`config.mk`:
```
export PLATFORM = sky130hd
export DESIGN_NAME = load_shed_add_subtract_ctrl
export DESIGN_NICKNAME = d
export VERILOG_FILES = /design/src/load_ctrl_pkg.sv /design/src/gap_timer.sv /design/src/load_shed_add_subtract_ctrl.sv
export SDC_FILE = /design/constraint.sdc
export NUM_CORES = 1
export LEC_CHECK = 0
export ABC_AREA = 1
export BUFFER_PORTS_ARGS = -buffer_cell sky130_fd_sc_hd__buf_2
export CORE_MARGIN = 3
export CORE_UTILIZATION = 35
export CTS_CLUSTER_SIZE = 8
export DETAILED_ROUTE_END_ITERATION = 8
export GPL_ROUTABILITY_DRIVEN = 0
export PLACE_DENSITY = 0.61
export SLEW_MARGIN = 15
export SYNTH_ARGS = -nofsm -noshare
export SYNTH_HDL_FRONTEND = slang
export SYNTH_SLANG_ARGS = --single-unit
```
`constraint.sdc`:
```
create_clock -name pclk -period 2.7 [get_ports pclk]
set_clock_uncertainty 0.1 [all_clocks]
set_input_delay 0.27 -clock pclk [delete_from_list [all_inputs] [get_ports pclk]]
set_output_delay 0.27 -clock pclk [all_outputs]
set_load 0.01 [all_outputs]
```
`src/load_ctrl_pkg.sv`:
```
/*
  Package for the load shedding / step add-subtract controller:
  register offsets, field positions, reset values and widths.
  Assumes a 32-bit APB register bus with word-aligned registers.
*/
package load_ctrl_pkg;

  // ----------------------------------------------------------------
  // widths
  // ----------------------------------------------------------------
  localparam int unsigned PWR_W   = 16;
  localparam int unsigned DLY_W   = 32;
  localparam int unsigned ADDR_W  = 8;
  localparam int unsigned NUM_DO  = 8;
  localparam int unsigned SEL_W   = 3;

  // ----------------------------------------------------------------
  // register byte offsets
  // ----------------------------------------------------------------
  localparam logic [ADDR_W-1:0] REG_LOW_LIMIT  = 8'h00;
  localparam logic [ADDR_W-1:0] REG_HIGH_LIMIT = 8'h04;
  localparam logic [ADDR_W-1:0] REG_SAME_DLY   = 8'h08;
  localparam logic [ADDR_W-1:0] REG_OPP_DLY    = 8'h0c;
  localparam logic [ADDR_W-1:0] REG_DO_MAP     = 8'h10;
  localparam logic [ADDR_W-1:0] REG_STATUS     = 8'h14;

  // ----------------------------------------------------------------
  // output-map function codes, one per digital output
  // ----------------------------------------------------------------
  localparam logic [SEL_W-1:0] FN_OFF   = 3'h0;
  localparam logic [SEL_W-1:0] FN_SHED  = 3'h1;
  localparam logic [SEL_W-1:0] FN_DUMMY = 3'h2;
  localparam logic [SEL_W-1:0] FN_ADD   = 3'h3;
  localparam logic [SEL_W-1:0] FN_SUB   = 3'h4;

  // ----------------------------------------------------------------
  // status bit positions
  // ----------------------------------------------------------------
  localparam int unsigned ST_SHED  = 0;
  localparam int unsigned ST_DUMMY = 1;
  localparam int unsigned ST_ADD   = 2;
  localparam int unsigned ST_SUB   = 3;
  localparam int unsigned ST_WAIT  = 4;

  // ----------------------------------------------------------------
  // reset values
  // ----------------------------------------------------------------
  localparam logic [PWR_W-1:0]  RST_LOW_LIMIT  = 16'h0000;
  localparam logic [PWR_W-1:0]  RST_HIGH_LIMIT = 16'hffff;
  localparam logic [DLY_W-1:0]  RST_DLY        = 32'h0000_0000;
  localparam logic [31:0]       RST_DO_MAP     = 32'h0000_0000;
  localparam logic [31:0]       RD_ZERO        = 32'h0000_0000;

endpackage : load_ctrl_pkg

```
`src/gap_timer.sv`:
```
/*
  Down counter that measures time since a pulse start.
  Loaded with a programmed count on start; expired when it reaches zero.
  Assumes a single clock and asynchronous active-low reset.
*/
`timescale 1ns/100ps
`default_nettype none
module gap_timer #(
  parameter int unsigned W = 32
) (
  // clock and reset
  input  wire logic         pclk,
  input  wire logic         presetn,
  // control
  input  wire logic         start,
  input  wire logic [W-1:0] load_val,
  // state
  output logic              expired
);

  logic [W-1:0] cnt_ff;
  logic [W-1:0] nxt_cnt;

  always_comb begin
    nxt_cnt = cnt_ff;
    if (start) begin
      nxt_cnt = load_val;
    end else if (cnt_ff != '0) begin
      nxt_cnt = cnt_ff - W'(1);
    end
  end

  always_ff @(posedge pclk or negedge presetn) begin
    if (!presetn) begin
      cnt_ff <= '0;
    end else begin
      cnt_ff <= nxt_cnt;
    end
  end

  assign expired = (cnt_ff == '0);

endmodule : gap_timer
`default_nettype wire

```
`src/load_shed_add_subtract_ctrl.sv`:
```
/*
  Load shedding, dummy load and step add/subtract controller with APB registers.
  Compares genset active power against low/high limits and drives mappable
  digital outputs. Assumes power_kw is synchronous to pclk.
*/
`timescale 1ns/100ps
`default_nettype none
module load_shed_add_subtract_ctrl
(
  // clock and reset
  input  wire logic                              pclk,
  input  wire logic                              presetn,
  // apb slave
  input  wire logic                              psel,
  input  wire logic                              penable,
  input  wire logic                              pwrite,
  input  wire logic [load_ctrl_pkg::ADDR_W-1:0]  paddr,
  input  wire logic [31:0]                       pwdata,
  output logic      [31:0]                       prdata,
  output logic                                   pready,
  output logic                                   pslverr,
  // measurement
  input  wire logic [load_ctrl_pkg::PWR_W-1:0]   power_kw,
  // load control outputs
  output logic                                   shed_out,
  output logic                                   dummy_out,
  output logic                                   add_out,
  output logic                                   sub_out,
  output logic      [load_ctrl_pkg::NUM_DO-1:0]  dig_out
);
  import load_ctrl_pkg::*;

  // ----------------------------------------------------------------
  // registers
  // ----------------------------------------------------------------
  logic [PWR_W-1:0]         low_ff, nxt_low;
  logic [PWR_W-1:0]         high_ff, nxt_high;
  logic [DLY_W-1:0]         same_ff, nxt_same;
  logic [DLY_W-1:0]         opp_ff, nxt_opp;
  logic [31:0]              map_ff, nxt_map;
  logic [31:0]              prdata_ff, nxt_prdata;
  logic                     pslverr_ff, nxt_pslverr;
  logic                     access;
  logic                     hit;
  // load control state, declared here because status reads it back
  logic                     above_hi, below_lo;
  logic                     shed_ff, nxt_shed;
  logic                     dummy_ff, nxt_dummy;
  logic                     add_ff, nxt_add;
  logic                     sub_ff, nxt_sub;
  logic                     add_start, sub_start;
  logic                     add_gap_exp, sub_gap_exp, opp_exp;

  // zero-wait slave: the answer comes in the first access cycle
  assign access = psel && penable;

  always_comb begin
    nxt_low     = low_ff;
    nxt_high    = high_ff;
    nxt_same    = same_ff;
    nxt_opp     = opp_ff;
    nxt_map     = map_ff;
    nxt_prdata  = prdata_ff;
    nxt_pslverr = 1'b0;
    hit         = 1'b1;
    // read data is registered in setup so it is valid during access
    if (psel && !penable) begin
      case (paddr)
        REG_LOW_LIMIT:  nxt_prdata = {16'h0000, low_ff};
        REG_HIGH_LIMIT: nxt_prdata = {16'h0000, high_ff};
        REG_SAME_DLY:   nxt_prdata = same_ff;
        REG_OPP_DLY:    nxt_prdata = opp_ff;
        REG_DO_MAP:     nxt_prdata = map_ff;
        REG_STATUS:     nxt_prdata = {27'h0000000, !opp_exp, sub_ff, add_ff,
                                      !shed_ff, shed_ff};
        default: begin
          nxt_prdata = RD_ZERO;
          hit        = 1'b0;
        end
      endcase
      nxt_pslverr = !hit;
    end else if (access) begin
      nxt_pslverr = pslverr_ff;
      if (pwrite) begin
        case (paddr)
          REG_LOW_LIMIT:  nxt_low  = pwdata[PWR_W-1:0];
          REG_HIGH_LIMIT: nxt_high = pwdata[PWR_W-1:0];
          REG_SAME_DLY:   nxt_same = pwdata;
          REG_OPP_DLY:    nxt_opp  = pwdata;
          REG_DO_MAP:     nxt_map  = pwdata;
          default: ;
        endcase
      end
    end
  end

  always_ff @(posedge pclk or negedge presetn) begin
    if (!presetn) begin
      low_ff     <= RST_LOW_LIMIT;
      high_ff    <= RST_HIGH_LIMIT;
      same_ff    <= RST_DLY;
      opp_ff     <= RST_DLY;
      map_ff     <= RST_DO_MAP;
      prdata_ff  <= RD_ZERO;
      pslverr_ff <= 1'b0;
    end else begin
      low_ff     <= nxt_low;
      high_ff    <= nxt_high;
      same_ff    <= nxt_same;
      opp_ff     <= nxt_opp;
      map_ff     <= nxt_map;
      prdata_ff  <= nxt_prdata;
      pslverr_ff <= nxt_pslverr;
    end
  end

  assign prdata  = prdata_ff;
  assign pslverr = pslverr_ff;
  assign pready  = 1'b1;

  // ----------------------------------------------------------------
  // limit comparison and load control
  // ----------------------------------------------------------------
  assign above_hi = power_kw > high_ff;
  assign below_lo = power_kw < low_ff;

  // a new pulse starts only when both its own spacing and the
  // opposite-direction spacing have run out; a request gone by then is dropped, not stored
  assign add_start = !add_ff && below_lo && add_gap_exp && opp_exp;
  assign sub_start = !sub_ff && above_hi && sub_gap_exp && opp_exp;

  always_comb begin
    nxt_shed = shed_ff;
    if (above_hi) begin
      nxt_shed = 1'b1;
    end else if (below_lo) begin
      nxt_shed = 1'b0;
    end
    nxt_add = add_ff;
    if (add_start) begin
      nxt_add = 1'b1;
    end else if (add_ff && !below_lo) begin
      nxt_add = 1'b0;
    end
    nxt_sub = sub_ff;
    if (sub_start) begin
      nxt_sub = 1'b1;
    end else if (sub_ff && !above_hi) begin
      nxt_sub = 1'b0;
    end
    // registered so the dummy pin comes straight from a flop
    nxt_dummy = !nxt_shed;
  end

  always_ff @(posedge pclk or negedge presetn) begin
    if (!presetn) begin
      shed_ff     <= 1'b0;
      dummy_ff    <= 1'b1;
      add_ff      <= 1'b0;
      sub_ff      <= 1'b0;
    end else begin
      shed_ff     <= nxt_shed;
      dummy_ff    <= nxt_dummy;
      add_ff      <= nxt_add;
      sub_ff      <= nxt_sub;
    end
  end

  // ----------------------------------------------------------------
  // pulse spacing timers
  // ----------------------------------------------------------------
  gap_timer #(.W(DLY_W)) u_add_gap (
    .pclk     (pclk),
    .presetn  (presetn),
    .start    (add_start),
    .load_val (same_ff),
    .expired  (add_gap_exp)
  );

  gap_timer #(.W(DLY_W)) u_sub_gap (
    .pclk     (pclk),
    .presetn  (presetn),
    .start    (sub_start),
    .load_val (same_ff),
    .expired  (sub_gap_exp)
  );

  gap_timer #(.W(DLY_W)) u_opp_gap (
    .pclk     (pclk),
    .presetn  (presetn),
    .start    (add_start || sub_start),
    .load_val (opp_ff),
    .expired  (opp_exp)
  );

  // ----------------------------------------------------------------
  // output mapping
  // ----------------------------------------------------------------
  logic [NUM_DO-1:0] do_ff, nxt_do;

  always_comb begin
    for (int i = 0; i < NUM_DO; i++) begin
      case (map_ff[i*4 +: SEL_W])
        FN_SHED:  nxt_do[i] = nxt_shed;
        FN_DUMMY: nxt_do[i] = !nxt_shed;
        FN_ADD:   nxt_do[i] = nxt_add;
        FN_SUB:   nxt_do[i] = nxt_sub;
        default:  nxt_do[i] = 1'b0;
      endcase
    end
  end

  always_ff @(posedge pclk or negedge presetn) begin
    if (!presetn) begin
      do_ff <= '0;
    end else begin
      do_ff <= nxt_do;
    end
  end

  assign shed_out  = shed_ff;
  assign dummy_out = dummy_ff;
  assign add_out   = add_ff;
  assign sub_out   = sub_ff;
  assign dig_out   = do_ff;

  // cycles since the last add start, saturating; starts saturated so the
  // first pulse after reset is never judged too close
  logic [DLY_W-1:0] add_since_ff, nxt_add_since;

  always_comb begin
    nxt_add_since = add_since_ff;
    if (add_start) begin
      nxt_add_since = '0;
    end else if (add_since_ff != '1) begin
      nxt_add_since = add_since_ff + DLY_W'(1);
    end
  end

  always_ff @(posedge pclk or negedge presetn) begin
    if (!presetn) begin
      add_since_ff <= '1;
    end else begin
      add_since_ff <= nxt_add_since;
    end
  end
endmodule : load_shed_add_subtract_ctrl
`default_nettype wire

```
Yosys cells after proc, flatten, opt, wreduce, memory -nomap -nowiden
Index checks and enable logic that the tools add are counted.
Storage, ports and cells
  output and inout bits: 46
  register bits: 269
Operators by class
  bitwise gates (word level): 1
  eq/ne operators: 38
  add/subtract/negate cells: 3
  order comparisons: 2
  multiplexer cells: 25
  reduce and logical (&&, ||, !) cells: 36
Operators by type and width (count)
  32-bit 2-to-1 mux: 6
  32-bit case mux with 6 select lines: 1
  32-bit zero test: 3
  32-bit nonzero test: 3
  32-bit by 1-bit subtractor with 32-bit output (second input constant): 3
  3-bit by 2-bit equality test with 1-bit output (second input constant): 16
  1-bit case mux with 4 select lines: 8
  3-bit by 1-bit equality test with 1-bit output (second input constant): 8
  3-bit equality test (second input constant): 8
  4-bit AND reduction: 5
  8-bit by 4-bit equality test with 1-bit output (second input constant): 2
  8-bit by 5-bit equality test with 1-bit output (second input constant): 2
  16-bit > comparator: 1
  16-bit < comparator: 1
  1-bit logical AND: 10
  1-bit 2-to-1 mux: 10
  1-bit zero test: 9
  8-bit by 3-bit equality test with 1-bit output (second input constant): 1
  8-bit zero test: 1
  2-bit nonzero test: 3
  6-bit OR reduction: 1
  2-bit by 1-bit != test with 1-bit output (second input constant): 1
  1-bit logical OR: 1
  1-bit inverter: 1

Longest topological paths before layout
  word-level depth: 6
  mapped depth: 17

Hierarchy
From an unflattened synthesis, not the netlist that was laid out.
Unflattened totals
  cell total of the unflattened synthesis: 2008
  area, all modules: 15299.7 µm²
Modules (own cells, without submodules)
  load_shed_add_subtract_ctrl: cells each 1027, sequential area each 4350.4 µm², instances 1, area an instance 8700.8 µm²
  gap_timer: cells each 327, sequential area each 800.8 µm², instances 3, area an instance 2199.6 µm²

Worst setup path before layout
OpenSTA, ideal clock, no wires.
  path kind: reg2reg
  start point: reg high_ff[7]
  end point: reg u_sub_gap.cnt_ff[1]
  stages on the path, launching flop included: 14
  data required time: 2.469 ns
  arrival: 1.939 ns
  setup slack: 0.530 ns
  buffers on the path: 2
  clock period less this slack: 2.170 ns
  cells stage by stage: dfstp_2 > inv_1 > ha_1 > nand2_1 > nor2_1 > nand2_1 > nand2_1 > nand2_1 > a21oi_1 > buf_2 > nand2_1 > buf_2 > nand3_1 > o211ai_1
On the way
  longest elaborated chain between the ends: 5
Ends and longest elaborated chain
  from (decl): RTL line load_shed_add_subtract_ctrl.sv:37  | logic [PWR_W-1:0] high_ff, nxt_high;
  from (signal assigned): RTL line load_shed_add_subtract_ctrl.sv:108  | high_ff <= nxt_high;
  16-bit > comparator *: RTL line load_shed_add_subtract_ctrl.sv:124  | assign above_hi = power_kw > high_ff;
  1-bit logical AND * (3 in a row): RTL line load_shed_add_subtract_ctrl.sv:130  | assign sub_start = !sub_ff && above_hi && sub_gap_exp && opp_exp;
  32-bit 2-to-1 mux or 2-bit nonzero test (tied branches)
  to (signal assigned): RTL line gap_timer.sv:37  | cnt_ff <= nxt_cnt;
  to (decl): RTL line gap_timer.sv:21  | logic [W-1:0] cnt_ff;
Every way passes the cells marked *; elsewhere a longest branch is shown, timed or not.
A chain may end at the register's enable or synchronous reset.

Worst setup path after layout
  start point: reg u_opp_gap.cnt_ff[0]
  end point: reg u_opp_gap.cnt_ff[1]
On the way
  longest elaborated chain between the ends: 4
Ends and longest elaborated chain (RTL line)
  from (decl): gap_timer.sv:21
  from (signal assigned): gap_timer.sv:37
  branches (longest 4 deep; another with 32-bit by 1-bit subtractor with 32-bit output)
Several ways; the timed one is not identified. The select of a mux whose other input is x is not followed.

==> flow_summary.yaml <==
global_routing:
  grt_pass1_vias: 12800
  grt_pass1_wl_um: 71900
  grt_overflow: 0
  grt_max_degree: 81
  grt_usage: 0.208
  antenna_found_initial: 0
finish:
  fillers: 4055
  drive_gt1_frac: 0.144
  nets: 2053
  final_area_um2: 17000
  area_delta_synth_final_pct: 19.4
  multi_input_area_um2: 6390
  ff_latch_area_um2: 6750
logic_synthesis:
  synthCells: 1794
  netlist_area_um2: 14300
  synth_warnings: 0
  synth_edf_count: 0
  ys_async_sr_fraction: 1.00
  synthDominantCellAreaShare: 0.442
  synthTopCellsByArea: "dfrtp_1, nand2_1, o21ai_0, inv_1, nor2_1"
  yosysSeqAreaShare: 0.474
  yosys_most_used_dff: "dfrtp_1"
  yosys.area.top_type: "dfrtp_1"
  synth.distinct_cells: 54
  yosys_register_bits: 269
  synth_nets: 1889
  postSynthAreaPerCell_um2: 7.95
timing:
  setup_slack_ns: 0.175
  rsz0062_at_grt: "false"
  tns_ns: 0
  max_slew_margin: 0.513
  period_needed_ns: 2.52
  hold_viol: 0
  slew_viol_final: 0
  fin_crit_sh: 0.935
  hold_slack_ns: 0.0109
  worstMarginPinSlew_ns: 0.730
  setup_violations: 0
  timing.fmax_mhz: 396
critical_path:
  cp-start-kind: "flip-flop"
  critPathRequiredTime_ns: 3.01
  cp_max_fo: 13
  worstSetupEndpointType: "flip-flop"
  rr_worst_depth: 14
  r2r-start: "u_opp_gap.cnt_ff[0]"
  r2r_slack_ns: 0.18
  worstSetupPathType: "flip-flop to flip-flop"
  cp.arrival_ns: 2.83
  timing.rr.end: "u_opp_gap.cnt_ff[1]"
power_and_ir_drop:
  fin_total_pwr_w: 0.00916
  p_clk_frac: 0.500
  seqPwrFrac: 0.450
  powerDensity_nw_per_um2: 538
  internal_power_w: 0.00704
  max-vdd-ir-drop_mv: 0.405
  power_frac_comb: 0.050
  p_leak_nw: 7.52
  netSwitchingFraction: 0.232
  power.switching_w: 0.00212
route:
  route.detailed.drc: 0
  ant_nets: 0
  drt_iter0_markers: 1095
  vias: 13000
  drt_first_pass_iters: 5
  avgViaCountPerCell: 5.18
  wl_per_cell_um: 18.2
  routed_wl_um: 45600
die:
  rows: 73
  die_x_um: 208
  design.die.area_um2: 43200
  ioPinCount: 107
  die_y_um: 208
  coreArea_um2: 40000
  initial_core_util: 0.356
cts:
  clk_pin_slew_ns: 0.06
  cts_tree: "built"
  cts_num_sinks: 269
  cts_made_buffers: 39
  clk_path_buf_depth: 3
  h-tree-depth: 2
  clk_latency_ns: 0.53
  root_buffer: "clkbuf_16"
min_path:
  min-delay-start: "pwdata[11]"
  hold_path_end: "low_ff[11]"
  min_path_type: "input port to flip-flop"
  hold_path_depth: 3
placed_design:
  dpl.hpwl_um: 33600
  dp_slack_ns: 0.0780
  portBuffers: 105
  placed_cell_area_um2: 15600
flow_run:
  max_cap_viol_count: 0
run_status:
  status: "completed"
worst max path at each step:
stage                         from                   to  slack (ns)
2_1_floorplan           high_ff[7]  u_sub_gap.cnt_ff[1]        0.53
3_3_place_gp           high_ff[15]  u_opp_gap.cnt_ff[0]        0.11
3_5_place_dp           high_ff[11]  u_opp_gap.cnt_ff[0]        0.08
4_1_cts                high_ff[11]  u_opp_gap.cnt_ff[0]        0.07
5_1_grt                high_ff[11]  u_opp_gap.cnt_ff[0]        0.01
6_report       u_opp_gap.cnt_ff[0]  u_opp_gap.cnt_ff[1]        0.18
layer usage:
layer	wire, um	share of wire	track usage	vias to the layer above
li1	-	-	-	6165
met1	20300	0.45	0.286	6256
met2	21200	0.47	0.342	481
met3	2710	0.059	0.0296	83
met4	1370	0.030	0.0677	0
met5	0	0	0	-
flip-flops by register name, indices dropped and copies added (netlist names):
signal            cells
pslverr               1
u_sub_gap.cnt_ff     32
high_ff              16
opp_ff               32
low_ff               16
prdata               32
add_out               1
dummy_out             1
map_ff               32
u_opp_gap.cnt_ff     32
dig_out               8
sub_out               1
u_add_gap.cnt_ff     32
shed_out              1
same_ff              32
cells by family after synthesis:
| logic type | Yosys count | synth area share |
|---|---|---|
| compound gates | 364 | 0.144 |
| xor+xnor | 60 | 0.0368 |
| fa+ha+maj | 34 | 0.0298 |
| buf+inv | 293 | 0.0814 |
| flops | 269 | 0.474 |
| other cells | 1 | 0.000263 |
| simple gates | 773 | 0.235 |
what timing repair did:
action,4_1_cts,5_1_grt
endpoints found under the setup margin,0,35
hold buffers,22,0
hold endpoints to repair,130,0
resized for setup,0,7
buffers inserted,0,3
power by group through the flow:
stage | clock network, W | logic [W] | registers [W]
final | 0.00458 | 0.000462 | 0.00412
after floorplan | 0 | 0.000162 | 0.00419
after global routing | 0.00483 | 0.000519 | 0.00413
after detailed placement | 0 | 0.000438 | 0.00419
after CTS | 0.00466 | 0.000464 | 0.00412
after global placement | 0 | 0.000431 | 0.00419
synthesized netlist by cell type, types with 3 or more instances:
library cell	number
clkbuf_1	41
ha_1	34
o211ai_1	4
o221ai_1	5
clkinv_1	4
o22ai_1	46
buf_6	3
dfstp_2	17
inv_1	233
nand3_1	65
nand2_1	434
a221oi_1	9
or2_2	4
nand4_1	14
a21oi_1	44
nor2_2	13
nor2_1	164
o21ai_2	9
o21ai_0	205
nand2_4	3
nor4_1	6
buf_2	6
nor3_1	39
xor2_1	42
xnor2_1	18
dfrtp_1	252
nand3b_1	3
a211oi_1	3
nand2_2	6
o21ai_1	25
nor2_4	8
nand3_2	6
o211ai_2	3
stage by stage:
step / utilization / instances
after floorplan: - / 1794
after global placement: 0.391 / 2417
after detailed placement: 0.391 / 2417
after CTS: 0.424 / 2503
after global routing: 0.426 / 2506
final: 0.426 / 2507
layout by cell type (no fill, tap or decap), types with 13 or more instances in the layout:
master and instances:
dlygate4sd3_1 22, a21oi_1 42, clkbuf_16 41, o21ai_1 25
ha_1 33, nand2_1 430, nor3_1 38, nand3_1 65
xor2_1 42, dfstp_2 17, nor2_2 13, buf_2 104
clkbuf_1 22, nor2_1 164, buf_4 43, o22ai_1 46
o21ai_0 205, xnor2_1 18, dfrtp_1 252, nand4_1 14
inv_1 232
critical path, cell delays in order, from the launching register on:
cell and delay (ns):
dfrtp_1 0.41, inv_1 0.11, ha_2 0.22, inv_1 0.04, nor2_1 0.12, nand3_2 0.13
nor2_4 0.14, nand3_2 0.14, nor2_8 0.23, nand3_4 0.12, nor2_4 0.24, nor2_2 0.09
buf_12 0.16, nand3_1 0.07, nand2_1 0.06
final cells by class:
class	instances	area share
clock buffer	64	0.0659
sequential	269	0.396
inverter	239	0.0527
tap	525	0.0386
antenna	1	0.000147
multi-input combinational	1232	0.375
timing repair buffer	177	0.0710
No activity file was read; power rests on OpenSTA's default activity.
